`config.mk`:
```
export PLATFORM = sky130hd
export DESIGN_NAME = mdc_ctrl
export DESIGN_NICKNAME = d
export VERILOG_FILES = /design/src/rtl/mdc_pkg.sv /design/src/rtl/mdc_ctrl.sv
export SDC_FILE = /design/constraint.sdc
export NUM_CORES = 1
export LEC_CHECK = 0
export CAP_MARGIN = 40
export CELL_PAD_IN_SITES_DETAIL_PLACEMENT = 1
export CELL_PAD_IN_SITES_GLOBAL_PLACEMENT = 1
export CORE_AREA = 3 3 100 102
export DETAILED_ROUTE_END_ITERATION = 6
export DIE_AREA = 0 0 103 105
export DONT_BUFFER_PORTS = 1
export GPL_ROUTABILITY_DRIVEN = 0
export PLACE_DENSITY_LB_ADDON = 0.1
export SYNTH_ARGS = -nofsm -noshare
export SYNTH_HDL_FRONTEND = slang
export SYNTH_SLANG_ARGS = --single-unit
```
`constraint.sdc`:
```
create_clock -name core_clk -period 5.45 [get_ports core_clk]
set_clock_uncertainty 0.1 [all_clocks]
set_input_delay 0.8175 -clock core_clk [delete_from_list [all_inputs] [get_ports core_clk]]
set_output_delay 0.8175 -clock core_clk [all_outputs]
set_load 0.005 [all_outputs]
```
`src/rtl/mdc_pkg.sv`:
```
// Package for the multiplexed dynamic memory controller.
// Assumes a single 200 MHz core clock; all times are converted to cycles here.
package mdc_pkg;

   // Clock period in picoseconds.
   localparam int unsigned CLK_PERIOD_PS = 5000;

   // Address geometry.
   localparam int unsigned ADDR_W     = 14;
   localparam int unsigned HALF_W     = 7;
   localparam int unsigned ROW_COUNT  = 128;

   // Pin timings in nanoseconds, fastest grade.
   localparam int unsigned ROW_ADDRESS_HOLD_NS      = 20;
   localparam int unsigned ROW_ACCESS_TIME_NS       = 150;
   localparam int unsigned COLUMN_ACCESS_TIME_NS    = 100;
   localparam int unsigned OUTPUT_TURNOFF_DELAY_NS  = 40;
   localparam int unsigned WRITE_DATA_HOLD_NS       = 45;
   localparam int unsigned ROW_TO_WRITE_DELAY_NS    = 120;
   localparam int unsigned COLUMN_TO_WRITE_DELAY_NS = 70;
   localparam int unsigned ROW_PRECHARGE_TIME_NS    = 100;
   localparam int unsigned RANDOM_CYCLE_TIME_NS     = 320;
   localparam int unsigned ROW_STROBE_PULSE_WIDTH_NS = 150;
   localparam int unsigned REFRESH_INTERVAL_MS      = 2;
   localparam int unsigned INIT_CYCLES              = 8;
   // Flip-flops the data output passes before logic reads it.
   localparam int unsigned SYNC_STAGES              = 2;

   // Least times round up to whole cycles.
   function automatic int unsigned ns_to_cyc(input int unsigned ns);
      int unsigned c;
      c = (ns * 1000 + CLK_PERIOD_PS - 1) / CLK_PERIOD_PS;
      return (c == 0) ? 1 : c;
   endfunction

   localparam int unsigned RAH_CYC  = ns_to_cyc(ROW_ADDRESS_HOLD_NS);
   localparam int unsigned RAC_CYC  = ns_to_cyc(ROW_ACCESS_TIME_NS);
   localparam int unsigned CAC_CYC  = ns_to_cyc(COLUMN_ACCESS_TIME_NS);
   localparam int unsigned OFF_CYC  = ns_to_cyc(OUTPUT_TURNOFF_DELAY_NS);
   localparam int unsigned DH_CYC   = ns_to_cyc(WRITE_DATA_HOLD_NS);
   localparam int unsigned RWD_CYC  = ns_to_cyc(ROW_TO_WRITE_DELAY_NS);
   localparam int unsigned CWD_CYC  = ns_to_cyc(COLUMN_TO_WRITE_DELAY_NS);
   localparam int unsigned RP_CYC   = ns_to_cyc(ROW_PRECHARGE_TIME_NS);
   localparam int unsigned RC_CYC   = ns_to_cyc(RANDOM_CYCLE_TIME_NS);
   localparam int unsigned RAS_CYC  = ns_to_cyc(ROW_STROBE_PULSE_WIDTH_NS);
   // Longest time rounds down: interval split over all rows.
   localparam int unsigned REF_SPACING_CYC =
      (REFRESH_INTERVAL_MS * 1000000 / CLK_PERIOD_PS * 1000) / ROW_COUNT;

   localparam int unsigned CNT_W = 16;

   // Operations the user may request.
   typedef enum logic [1:0] {
      MDC_OP_READ  = 2'h0,
      MDC_OP_WRITE = 2'h1,
      MDC_OP_RMW   = 2'h2
   } mdc_op_t;

   // One user request.
   typedef struct packed {
      mdc_op_t             op;
      logic [ADDR_W-1:0]   addr;
      logic                wdata;
   } mdc_req_t;

   // Strobe and address pins toward the memory, all active low strobes.
   typedef struct packed {
      logic                ras_n;
      logic                cas_n;
      logic                we_n;
      logic [HALF_W-1:0]   addr;
      logic                din;
   } mdc_pins_t;

endpackage

```
`src/rtl/mdc_ctrl.sv`:
```
// Controller that drives a 16k x 1 multiplexed dynamic memory through its pins.
// Assumes the memory's data output arrives asynchronously and is synchronised here.
`timescale 1ns/1ps

// What this block does
// - Send 14-bit address as row then column
// - Hold row address before column strobe falls
// - Never sample output in undefined write positions
// - One access per row opening keeps row strobe under its maximum low time
// - Precharge and random cycle time between cycles
// - Visit all 128 rows each refresh interval
// - Refresh cycles pulse row strobe only
// - Eight row-strobe cycles after power-up first
module mdc_ctrl #(
   parameter int unsigned REF_SPACING = mdc_pkg::REF_SPACING_CYC
) (
   // Clock, reset and enable.
   input  wire logic               core_clk,
   input  wire logic               resetn,
   input  wire logic               clk_en,
   // User request side.
   input  wire logic               req_valid,
   output logic                    req_ready,
   input  wire mdc_pkg::mdc_req_t  req,
   // User answer side.
   output logic                    rsp_valid,
   output logic                    rsp_rdata,
   output logic                    init_done,
   // Memory pins.
   output mdc_pkg::mdc_pins_t      mem,
   input  wire logic               mem_dout
);
   import mdc_pkg::*;

   typedef enum {
      ST_RESET, ST_IDLE, ST_ROW, ST_COL, ST_WAIT, ST_WRITE, ST_END, ST_PRE
   } mdc_state_t;

   mdc_state_t          state_q, state_d;
   logic [CNT_W-1:0]    cnt_q, cnt_d;
   logic [CNT_W-1:0]    ref_cnt_q, ref_cnt_d;
   logic [CNT_W-1:0]    cyc_cnt_q, cyc_cnt_d;
   logic [HALF_W-1:0]   ref_row_q, ref_row_d;
   logic [3:0]          init_q, init_d;
   logic                ref_pend_q, ref_pend_d;
   logic                is_ref_q, is_ref_d;
   mdc_req_t            cur_q, cur_d;
   mdc_pins_t           pins_q, pins_d;
   logic                rsp_valid_q, rsp_valid_d;
   logic                rdata_q, rdata_d;
   logic                dout_s1_q, dout_s2_q;

   // Row and column halves of the stored address.
   function automatic logic [HALF_W-1:0] row_of(input logic [ADDR_W-1:0] a);
      return a[ADDR_W-1:HALF_W];
   endfunction
   function automatic logic [HALF_W-1:0] col_of(input logic [ADDR_W-1:0] a);
      return a[HALF_W-1:0];
   endfunction

   // Data output passes two flip-flops before anything reads it.
   always_ff @(posedge core_clk) begin
      if (!resetn) begin
         dout_s1_q <= 1'b0;
         dout_s2_q <= 1'b0;
      end else if (clk_en) begin
         dout_s1_q <= mem_dout;
         dout_s2_q <= dout_s1_q;
      end
   end

   // Next-state logic for the strobe sequencer.
   always_comb begin
      state_d     = state_q;
      cnt_d       = cnt_q + CNT_W'(1);
      cyc_cnt_d   = cyc_cnt_q + CNT_W'(1);
      ref_cnt_d   = ref_cnt_q + CNT_W'(1);
      ref_row_d   = ref_row_q;
      init_d      = init_q;
      ref_pend_d  = ref_pend_q;
      is_ref_d    = is_ref_q;
      cur_d       = cur_q;
      pins_d      = pins_q;
      rsp_valid_d = 1'b0;
      rdata_d     = rdata_q;
      // Periodic refresh request; the set wins over the clear below.
      if (ref_cnt_q >= CNT_W'(REF_SPACING - 1)) begin
         ref_cnt_d  = '0;
         ref_pend_d = 1'b1;
      end
      case (state_q)
         ST_RESET: begin
            // Power-up row-strobe-only cycles before any access.
            is_ref_d = 1'b1;
            cnt_d    = '0;
            cyc_cnt_d = '0; // Random cycle time counts from this row fall.
            state_d  = ST_ROW;
            pins_d.addr  = ref_row_q;
            pins_d.ras_n = 1'b0;
         end
         ST_IDLE: begin
            pins_d.ras_n = 1'b1; // Standby while row strobe is high.
            pins_d.cas_n = 1'b1;
            pins_d.we_n  = 1'b1;
            if (ref_pend_q) begin
               // Refresh: column strobe stays high, row address applied.
               is_ref_d     = 1'b1;
               ref_pend_d   = (ref_cnt_q >= CNT_W'(REF_SPACING - 1));
               pins_d.addr  = ref_row_q;
               pins_d.ras_n = 1'b0;
               cnt_d        = '0;
               cyc_cnt_d    = '0;
               state_d      = ST_ROW;
            end else if (req_valid) begin
               // Row half goes out first with the row strobe.
               is_ref_d     = 1'b0;
               cur_d        = req;
               pins_d.addr  = row_of(req.addr);
               pins_d.ras_n = 1'b0;
               pins_d.din   = req.wdata;
               // Early write: write strobe low for whole access.
               pins_d.we_n  = (req.op != MDC_OP_WRITE);
               cnt_d        = '0;
               cyc_cnt_d    = '0;
               state_d      = ST_ROW;
            end
         end
         ST_ROW: begin
            if (is_ref_q) begin
               // Row strobe held for its least pulse width.
               if (cnt_q >= CNT_W'(RAS_CYC - 1)) begin
                  pins_d.ras_n = 1'b1;
                  ref_row_d    = ref_row_q + HALF_W'(1);
                  if (init_q < 4'(INIT_CYCLES))
                     init_d = init_q + 4'h1;
                  cnt_d   = '0;
                  state_d = ST_PRE;
               end
            end else if (cnt_q >= CNT_W'(RAH_CYC - 1)) begin
               // Column half after the row address hold.
               pins_d.addr  = col_of(cur_q.addr);
               pins_d.cas_n = 1'b0;
               cnt_d        = '0;
               state_d      = ST_COL;
            end
         end
         ST_COL: begin
            // Wait the access time from both strobes before sampling.
            // Extra cycles cover the input synchroniser.
            if (cnt_q >= CNT_W'(CAC_CYC + SYNC_STAGES) &&
                cyc_cnt_q >= CNT_W'(RAC_CYC + SYNC_STAGES)) begin
               if (cur_q.op != MDC_OP_WRITE)
                  rdata_d = dout_s2_q; // Sampled while column strobe low.
               cnt_d = '0;
               state_d = (cur_q.op == MDC_OP_RMW) ? ST_WAIT : ST_END;
            end
         end
         ST_WAIT: begin
            // Read/write: write strobe falls after both write delays.
            // The column strobe fell when the cycle count stood at the row hold.
            if (cyc_cnt_q >= CNT_W'(RWD_CYC) &&
                cyc_cnt_q >= CNT_W'(RAH_CYC + CWD_CYC)) begin
               pins_d.we_n = 1'b0;
               cnt_d       = '0;
               state_d     = ST_WRITE;
            end
         end
         ST_WRITE: begin
            // Data and write strobe held past capture edge.
            if (cnt_q >= CNT_W'(DH_CYC)) begin
               cnt_d   = '0;
               state_d = ST_END;
            end
         end
         ST_END: begin
            // Meet row strobe width, write hold, then raise all three strobes.
            if (cyc_cnt_q >= CNT_W'(RAS_CYC) && cnt_q >= CNT_W'(DH_CYC)) begin
               pins_d.ras_n = 1'b1;
               pins_d.cas_n = 1'b1;
               pins_d.we_n  = 1'b1;
               rsp_valid_d  = 1'b1;
               cnt_d        = '0;
               state_d      = ST_PRE;
            end
         end
         ST_PRE: begin
            // Precharge and random cycle time; output off time is covered.
            if (cnt_q >= CNT_W'(RP_CYC - 1) && cyc_cnt_q >= CNT_W'(RC_CYC - 1))
               state_d = (init_q < 4'(INIT_CYCLES)) ? ST_RESET : ST_IDLE;
         end
         default: state_d = ST_IDLE;
      endcase
   end

   // Registers for the sequencer; each access opens one row, refreshing it.
   always_ff @(posedge core_clk) begin
      if (!resetn) begin
         state_q     <= ST_RESET;
         cnt_q       <= '0;
         cyc_cnt_q   <= '0;
         ref_cnt_q   <= '0;
         ref_row_q   <= '0;
         init_q      <= '0;
         ref_pend_q  <= 1'b0;
         is_ref_q    <= 1'b0;
         cur_q       <= '0;
         pins_q      <= '{ras_n: 1'b1, cas_n: 1'b1, we_n: 1'b1, addr: '0, din: 1'b0};
         rsp_valid_q <= 1'b0;
         rdata_q     <= 1'b0;
      end else if (clk_en) begin
         state_q     <= state_d;
         cnt_q       <= cnt_d;
         cyc_cnt_q   <= cyc_cnt_d;
         ref_cnt_q   <= ref_cnt_d;
         ref_row_q   <= ref_row_d;
         init_q      <= init_d;
         ref_pend_q  <= ref_pend_d;
         is_ref_q    <= is_ref_d;
         cur_q       <= cur_d;
         pins_q      <= pins_d;
         rsp_valid_q <= rsp_valid_d;
         rdata_q     <= rdata_d;
      end
   end

   // Outputs; one page per access, so page time limits are never approached.
   assign req_ready = (state_q == ST_IDLE) && !ref_pend_q && clk_en;
   assign rsp_valid = rsp_valid_q;
   assign rsp_rdata = rdata_q;
   assign init_done = (init_q >= 4'(INIT_CYCLES));
   assign mem       = pins_q;

endmodule

```
# After elaboration in Yosys (flattened, before gate mapping)
# Cells that the tools add are included.
word_totals:
  reg_bits: 117
  input_bits: 22
  word_cells: 136
op_classes:
  add_sub_neg: 5
  order_cmp: 13
  eq_ne: 23
  n_mux: 52
  bitwise_logic: 1
  reduce_logical: 23
ops:
  columns: ["op", "n"]
  rows:
  - ["two-way mux 32 bit", 10]
  - ["one-hot mux 32 bit (8 select lines)", 1]
  - ["two-way mux 16 bit", 12]
  - ["== test 32 x 3 -> 1 bit, second input constant", 4]
  - ["one-hot mux 16 bit (7 select lines)", 1]
  - ["== test 32 x 2 -> 1 bit, second input constant", 3]
  - ["greater-or-equal comparator 16 x 5 -> 1 bit, second input constant", 6]
  - ["adder 16 x 1 -> 16 bit, second input constant", 3]
  - ["== test 32 x 1 -> 1 bit, second input constant", 1]
  - ["greater-or-equal comparator 16 x 6 -> 1 bit, second input constant", 2]
  - ["logical NOT 32 bit", 1]
  - ["one-hot mux 16 bit (2 select lines)", 1]
  - ["two-way mux 7 bit", 3]
  - ["one-hot mux 7 bit (3 select lines)", 1]
  - ["AND reduction 5 bit", 4]
  - ["!= test 2 bit, second input constant", 9]
  - ["greater-or-equal comparator 16 x 12 -> 1 bit, second input constant", 1]
  - ["greater-or-equal comparator 16 x 2 -> 1 bit, second input constant", 1]
  - ["greater-or-equal comparator 16 x 4 -> 1 bit, second input constant", 1]
  - ["two-way mux 1 bit", 16]
  - ["AND reduction 4 bit", 4]
  - ["two-way mux 9 bit", 1]
  - ["!= test 3 bit, second input constant", 3]
  - ["AND reduction 9 bit", 1]
  - ["18 further kinds", 27]

# Logic depth before layout (Yosys ltp)
# Gate-level depths: netlist (run 1).
logic_depth:
  depth_word: 4
  ltp_mapped: 8
  depth_no_buf: 7

# Worst setup path before layout (run 1)
# OpenSTA, ideal clock, no wires.
synth_timing:
  kind: "input-to-output"
  startpoint: "in clk_en"
  endpoint: "out req_ready"
  t_arrival_ns: 1.928
  t_required_ns: 4.533
  slack_ns: 2.605
  cell_stages: 5
  path_buffers: 3
  path_cell_list: "clkbuf_1 > clkbuf_1 > buf_1 > nand2_1 > nor2_1"
synth_between:
  elab_chain_len: 1
synth_rtl:
  columns: ["element", "line_no", "text"]
  rows:
  - ["start, declared", "mdc_ctrl.sv:20", "input wire logic clk_en,"]
  - ["logical AND 1 bit", "mdc_ctrl.sv:227", "assign req_ready = (state_q == ST_IDLE) && !ref_pend_q && clk_en;"]
  - ["end, declared", "mdc_ctrl.sv:23", "output logic req_ready,"]
# No other way between the ends.

# Final worst setup path (run 1)
layout_timing:
  startpoint: "reg state_q[0]"
  endpoint: "out req_ready"
layout_between:
  elab_chain_len: 3
layout_rtl:
  columns: ["element", "line_no", "text"]
  rows:
  - ["start, declared", "mdc_ctrl.sv:39", "mdc_state_t state_q, state_d;"]
  - ["start signal, assigned", "mdc_ctrl.sv:211", "state_q <= state_d;"]
  - ["== test 32 x 2 -> 1 bit", "mdc_ctrl.sv:227", null]
  - ["logical AND 1 bit (2 in series)", "mdc_ctrl.sv:227", null]
# No other way between the ends.

==> results of run 1 <==
routing by layer:
layer	track usage	up-vias	share of wire
li1	-	1816	-
met1	0.288	1789	0.46
met2	0.353	63	0.47
met3	0.0527	17	0.045
met4	0.0712	0	0.019
met5	0	-	0
placed cells by master, fill, tap and decap left out, drive strengths merged, types with 2 or more instances in the layout:
cell type	synthesis	routed
nand2	55	55
nor4	9	9
nor3	22	22
o21a	3	3
o211ai	6	6
nor2	73	73
nor2b	4	4
ha	11	11
o32ai	2	2
a2111oi	3	3
bufinv	0	2
xnor2	24	24
dfxtp	88	88
nor3b	4	4
o21ai	15	15
nand3	22	22
a41oi	2	2
clkbuf	15	12
or4	3	3
mux2i	15	15
nand4	14	14
inv	25	25
xor2	19	19
o311ai	3	3
and4	3	3
buf	7	3
nand2b	2	2
a21oi	23	23
a32oi	7	7
clkinv	2	3
or3b	2	2
a211oi	6	6
and3	13	13
nand3b	3	3
worst register-to-register path, cell delays in order, from the launching register on:
cell and delay [ns]:
dfxtp_1 0.67, nor3b_2 0.58, o211ai_1 0.25, o32ai_4 0.36, a2111oi_4 0.08, buf_4 0.23, nor4_1 0.27
cell families after synthesis:
kind of cell / count (synthesis)
flip-flops: 88
XOR/XNOR: 43
adder cells (fa/ha/maj): 11
AND/OR/NAND/NOR: 234
AO/OA/AOI/OAI: 84
buffers and inverters: 51
multiplexers: 15
worst paths after layout:
path              startpoint        end  cells past startpoint
hold reg to reg     cur_q[2]   cur_q[2]                      2
setup reg to reg  state_q[1]   cnt_q[2]                      6
setup / recovery  state_q[0]  req_ready                      3
hold / removal      cur_q[2]   cur_q[2]                      2
state kept, by name (all words and copies together), names as in the netlist:
name        cells
cur_q           9
dout_s1_q       1
ref_pend_q      1
init_q          4
state_q         3
rsp_rdata       1
rsp_valid       1
is_ref_q        1
cyc_cnt_q      16
mem            11
cnt_q          16
dout_s2_q       1
ref_row_q       7
ref_cnt_q      16
power by group:
part	leakage [nW]	internal, W	switching [W]	total (W)
combinational	0.813	0.0000568	0.0000905	0.000147
sequential	0.711	0.000657	0.0000242	0.000681
clock	0.113	0.000284	0.000236	0.000521
total	1.64	0.000998	0.000351	0.00135
per-stage QoR:
| stage | cells | cell area [um^2] | hold slack, ns | power [W] |
|---|---|---|---|---|
| floorplan | 526 | 4530 | 0.329 | 0.000819 |
| global placement | 616 | 4540 | 0.345 | 0.000838 |
| detailed placement | 616 | 4540 | 0.352 | 0.000843 |
| CTS | 632 | 4770 | 0.364 | 0.00136 |
| global route | 632 | 4770 | 0.375 | 0.00141 |
| finish | 632 | 4770 | 0.364 | 0.00135 |
cell type report:
type	count	area [um^2]
timing repair buffer	3	22.5
tap	111	139
multi-input combinational	387	2510
clock buffer	12	155
sequential	88	1760
inverter	27	101
clock inverter	4	76.3
fill	1112	4430
==> flow_metrics.py, run 1 <==
metrics = {
    "status": {
        "status": "finished, final reports clean",
    },
    "floorplanning": {
        "fp.dieW_um": 103,
        "die_y_um": 105,
        "core_area_um2": 9200,
        "ioPinCount": 37,
        "die-area_um2": 10800,
        "rows": 35,
        "start_util": 0.493,
    },
    "layout": {
        "diodes": 0,
        "synthToLayoutAreaGrowth_pct": 5.19,
        "layout.nets": 549,
        "layout-drive-gt1-share": 0.0883,
        "final_util": 0.519,
    },
    "timing": {
        "min_period_over_period": 0.512,
        "tightest_slew_ns": 0.695,
        "fin_ws_ns": 2.66,
        "tns_ns": 0,
        "hold_violations": 0,
        "drv_slew": 0,
        "slew_headroom": 0.525,
        "finalSetupViolations": 0,
        "rsz0062_at_grt": "false",
        "max_freq_mhz": 359,
        "period_needed_ns": 2.79,
    },
    "power": {
        "p_leak_nw": 1.64,
        "ir_drop_mv": 0.124,
        "power_per_cell_area_nw_per_um2": 283,
    },
    "global_routing": {
        "globalRouteOverflowTotal": 0,
        "antenna_found_initial": 0,
        "first_global_vias": 3783,
        "grt_start_max_net_pins": 32,
        "grt_pass1_wl_um": 18900,
        "track_usage": 0.220,
    },
    "clock_network": {
        "tritoncts": "built",
        "clock_path_buffers": 2,
        "htree_levels": 3,
        "cts_buffers": 9,
        "cts_setup_buffers": 0,
        "insertion_delay_ns": 0.36,
        "clock_sinks": 88,
        "cts_resized": 0,
        "clkTransAtPathRegs_ns": 0.08,
        "hold_buffers": 0,
        "cts-root-buf": "clkbuf_8",
    },
    "critical_path": {
        "cp_max_fo": 16,
        "critPathSlowestCell": "dfxtp_1",
        "crit_type": "flip-flop to primary output",
        "cp.required_ns": 4.53,
        "critPathArrivalTime_ns": 1.87,
        "startpoint_type": "flip-flop",
        "r2r_slack_ns": 2.83,
        "crit_family": "simple AND/OR/NAND/NOR gates",
        "crit_buf_inv": 0,
        "critPathMaxStageDelay_ns": 0.64,
        "end_kind": "primary output",
        "cp_cell_sequence": "nor3b_1 -> nand2_1 -> nor2_1",
    },
    "run": {
        "drv_cap": 0,
    },
    "synthesis": {
        "synth_xor_area_frac": 0.0831,
        "synthSimpleGateAreaFrac": 0.264,
        "synth_top_family_by_area": "simple AND/OR/NAND/NOR gates",
        "synth_area_leader_cell": "dfxtp_1",
        "syn_area_per_cell_um2": 8.62,
        "synth_fa_ha_area_frac": 0.0304,
        "synth_enable_flop_cells": 0,
        "muxShareOfSynthArea": 0.0331,
        "synth_area_leaders": "dfxtp_1 39%, nor2_1 6.0%, xnor2_1 4.6%, nand2_1 4.6%, xor2_1 3.7%",
        "ys_ff_latch": 88,
        "syn_area_um2": 4530,
        "yosysMostFrequentCell": "dfxtp_1",
        "synthFlopType": "dfxtp_1",
        "synthArstFlopShare": 0,
        "yosys_warnings": 0,
        "synth_top_area_share": 0.389,
        "synthCells": 526,
        "yosys-top-cells-count": "88 x dfxtp_1, 73 x nor2_1, 55 x nand2_1",
        "synth_cell_types": 69,
        "synth_compound_area_frac": 0.144,
        "yosysSeqAreaShare": 0.389,
        "synth_nets": 559,
    },
    "placed_design": {
        "numPortBuffers": 0,
        "dp_hpwl_um": 8080,
        "dp_slack_ns": 2.85,
    },
    "routing": {
        "via_per_inst": 5.83,
        "num_vias": 3685,
        "ant_nets": 0,
        "wire_per_inst_um": 17.6,
        "drc": 0,
        "drt_iter0_markers": 109,
        "wl_um": 11100,
        "drt_pass1_iterations": 4,
    },
    "worst_hold_path": {
        "hold_class": "flip-flop to flip-flop",
    },
}
No activity file was read; power rests on OpenSTA's default activity.
==> run 2: changes to the inputs <==
ABC_AREA = 1   (was unset)
CORE_AREA = 3 3 104 106   (was 3 3 100 102)
DIE_AREA = 0 0 107 109   (was 0 0 103 105)
clock period = 2.9 ns   (was 5.45 ns; I/O delays follow)
==> flow_metrics.py, run 2 <==
metrics = {
    "layout": {
        "regArea_um2": 1760,
        "synthToLayoutAreaGrowth_pct": 6.54,
        "diodes": 0,
        "multiInputGateArea_um2": 2320,
        "fin_area_um2": 4830,
        "layout.nets": 681,
        "final_cell_mix": "123 x nand2_1, 97 x nor2_1, 88 x dfxtp_1",
        "largestRegisters": "cnt_q (16), cyc_cnt_q (16), ref_cnt_q (16)",
        "layout-drive-gt1-share": 0.0827,
        "final_common_cell": "nand2_1",
        "fillCellCount": 1311,
    },
    "synthesis": {
        "synthFlopType": "dfxtp_1",
        "synth_area_leader_cell": "dfxtp_1",
        "ys_ff_latch": 88,
        "synth_area_leaders": "dfxtp_1 39%, nand2_1 10%, nor2_1 8.0%, inv_1 7.1%, nand3_1 4.5%",
        "syn_area_per_cell_um2": 6.95,
        "synth_enable_flop_cells": 0,
        "synthCells": 652,
        "yosysSeqAreaShare": 0.389,
        "synth_cell_types": 40,
        "yosys_warnings": 0,
        "yosys-top-cells-count": "123 x nand2_1, 97 x nor2_1, 88 x dfxtp_1",
        "synthArstFlopShare": 0,
        "yosysMostFrequentCell": "nand2_1",
        "synth_nets": 685,
        "syn_area_um2": 4530,
        "synth_top_area_share": 0.389,
    },
    "global_routing": {
        "grtUsageMet2": 0.349,
        "use_met1": 0.270,
        "grt_start_max_net_pins": 43,
        "groute.layer.met3.usage": 0.0438,
        "first_global_vias": 4117,
        "grt_pass1_wl_um": 19700,
        "track_usage": 0.210,
        "antenna_found_initial": 0,
        "globalRouteOverflowTotal": 0,
        "grt_busiest_layer": "met2",
    },
    "worst_hold_path": {
        "hold_class": "input pin to flip-flop",
        "worstHoldStart": "clk_en",
        "hold_end": "rsp_valid",
        "hold_depth": 1,
    },
    "timing": {
        "tns_ns": 0,
        "rsz0062_at_grt": "false",
        "period_needed_ns": 2.09,
        "hold_violations": 0,
        "finalSetupViolations": 0,
        "tightest_slew_ns": 0.756,
        "drv_slew": 0,
        "min_period_over_period": 0.720,
        "slew_headroom": 0.495,
        "max_freq_mhz": 479,
    },
    "clock_network": {
        "tritoncts": "built",
        "hold_buffers": 0,
        "htree_levels": 3,
        "cts_buffers": 9,
        "clock_sinks": 88,
        "cts_setup_buffers": 0,
        "clock_path_buffers": 2,
        "cts_resized": 0,
        "insertion_delay_ns": 0.36,
        "cts-root-buf": "clkbuf_8",
        "clkTransAtPathRegs_ns": 0.08,
    },
    "routing": {
        "ant_nets": 0,
        "drt_pass1_iterations": 4,
        "wl_um": 11500,
        "num_vias": 3992,
        "drt_iter0_markers": 178,
        "via_per_inst": 5.08,
        "drc": 0,
        "wire_per_inst_um": 14.6,
    },
    "critical_path": {
        "cp.required_ns": 3.06,
        "r2r_slack_ns": 0.81,
        "critPathArrivalTime_ns": 2.25,
        "startpoint_type": "flip-flop",
        "r2r_end": "cnt_q[0]",
        "crit_type": "flip-flop to flip-flop",
        "r2r-start": "cnt_q[0]",
        "reg2reg_depth": 12,
        "cp_max_fo": 12,
        "end_kind": "flip-flop",
    },
    "power": {
        "p_leak_nw": 2.04,
        "power_per_cell_area_nw_per_um2": 661,
        "ir_drop_mv": 0.278,
        "finalPower_w": 0.00319,
    },
    "floorplanning": {
        "core_area_um2": 9860,
        "start_util": 0.459,
        "fp.dieW_um": 107,
        "rows": 36,
        "die-area_um2": 11700,
        "die_y_um": 109,
        "ioPinCount": 37,
    },
    "placed_design": {
        "dp_hpwl_um": 8460,
        "place_area_um2": 4630,
        "numPortBuffers": 0,
    },
    "run": {
        "drv_cap": 0,
    },
    "status": {
        "status": "finished, final reports clean",
    },
}
## run 2: changes by cell type in the layout (fill, tap and decap cells not counted), sizes merged, moves of 12 or more
| cell | previous run | this run |
|---|---|---|
| mux2i | 15 | 0 |
| o21ai | 15 | 41 |
| nor2 | 73 | 110 |
| nand3 | 22 | 42 |
| and3 | 13 | 1 |
| a21oi | 23 | 38 |
| inv | 25 | 97 |
| nand2 | 55 | 129 |
| xnor2 | 24 | 4 |
## run 2: power by group
part	total [W]	internal [W]	switching (W)	leakage (nW)
Sequential	0.00145	0.00133	0.000120	0.713
Clock	0.000876	0.000444	0.000432	0.103
Combinational	0.000865	0.000265	0.000600	1.23
Total	0.00319	0.00204	0.00115	2.04
## run 2: logic make-up (layout without fill, tap and decap cells)
logic type                 Yosys count  count (layout)  share of synthesized area
and+or+nand+nor                    320             320                      0.323
buffers and inverters              114             115                     0.0988
AOI/OAI and AO/OA                   99              99                      0.120
DFF                                 88              88                      0.389
xor gates and xnor gates            20              20                     0.0387
adders and majority gates           11              11                     0.0304
## run 2: metrics by stage
stage          setup WS (ns)   util  instances  hold slack, ns
3_5_place_dp           0.802  0.469        770           0.334
3_3_place_gp           0.899  0.469        770           0.327
6_report               0.811  0.489        786          0.0744
5_1_grt                0.542  0.489        786          0.0483
4_1_cts                0.787  0.489        786          0.0462
2_1_floorplan           1.17      -        652           0.319
## run 2: per-layer routing
layer  up-vias  routed length [um]
met2        33                5410
li1       2064                   -
met1      1882                5530
met3        13                 365
met4         0                 182
met5         -                   0
## run 2: worst max-delay path by stage
stage          depth (start not counted)  slack (ns)  startpoint   endpoint
3_3_place_gp                          12        0.90    cnt_q[0]   cnt_q[0]
4_1_cts                               12        0.79    cnt_q[0]   cnt_q[0]
5_1_grt                               12        0.54    cnt_q[0]  cnt_q[11]
6_report                              12        0.81    cnt_q[0]   cnt_q[0]
2_1_floorplan                         13        1.17    cnt_q[0]  cnt_q[10]
3_5_place_dp                          12        0.80    cnt_q[0]   cnt_q[0]
## run 2: final cells by class
class / count / area share
clock inverter: 3 / 0.00829
multi-input combinational: 450 / 0.481
tap: 133 / 0.0345
clock buffer: 13 / 0.0329
sequential: 88 / 0.365
inverter: 97 / 0.0754
timing repair buffer: 2 / 0.00311
## run 2: worst max-delay path: stages, from the launching register on
cell and delay, ns:
dfxtp_1 0.41, inv_1 0.10, ha_1 0.22, nand3_1 0.08
nand2_1 0.06, nand3_1 0.08, nand2_1 0.08, nand2_1 0.14
nand2_1 0.08, nor2_2 0.12, nand3_2 0.25, nand2_1 0.21
nor2_1 0.05
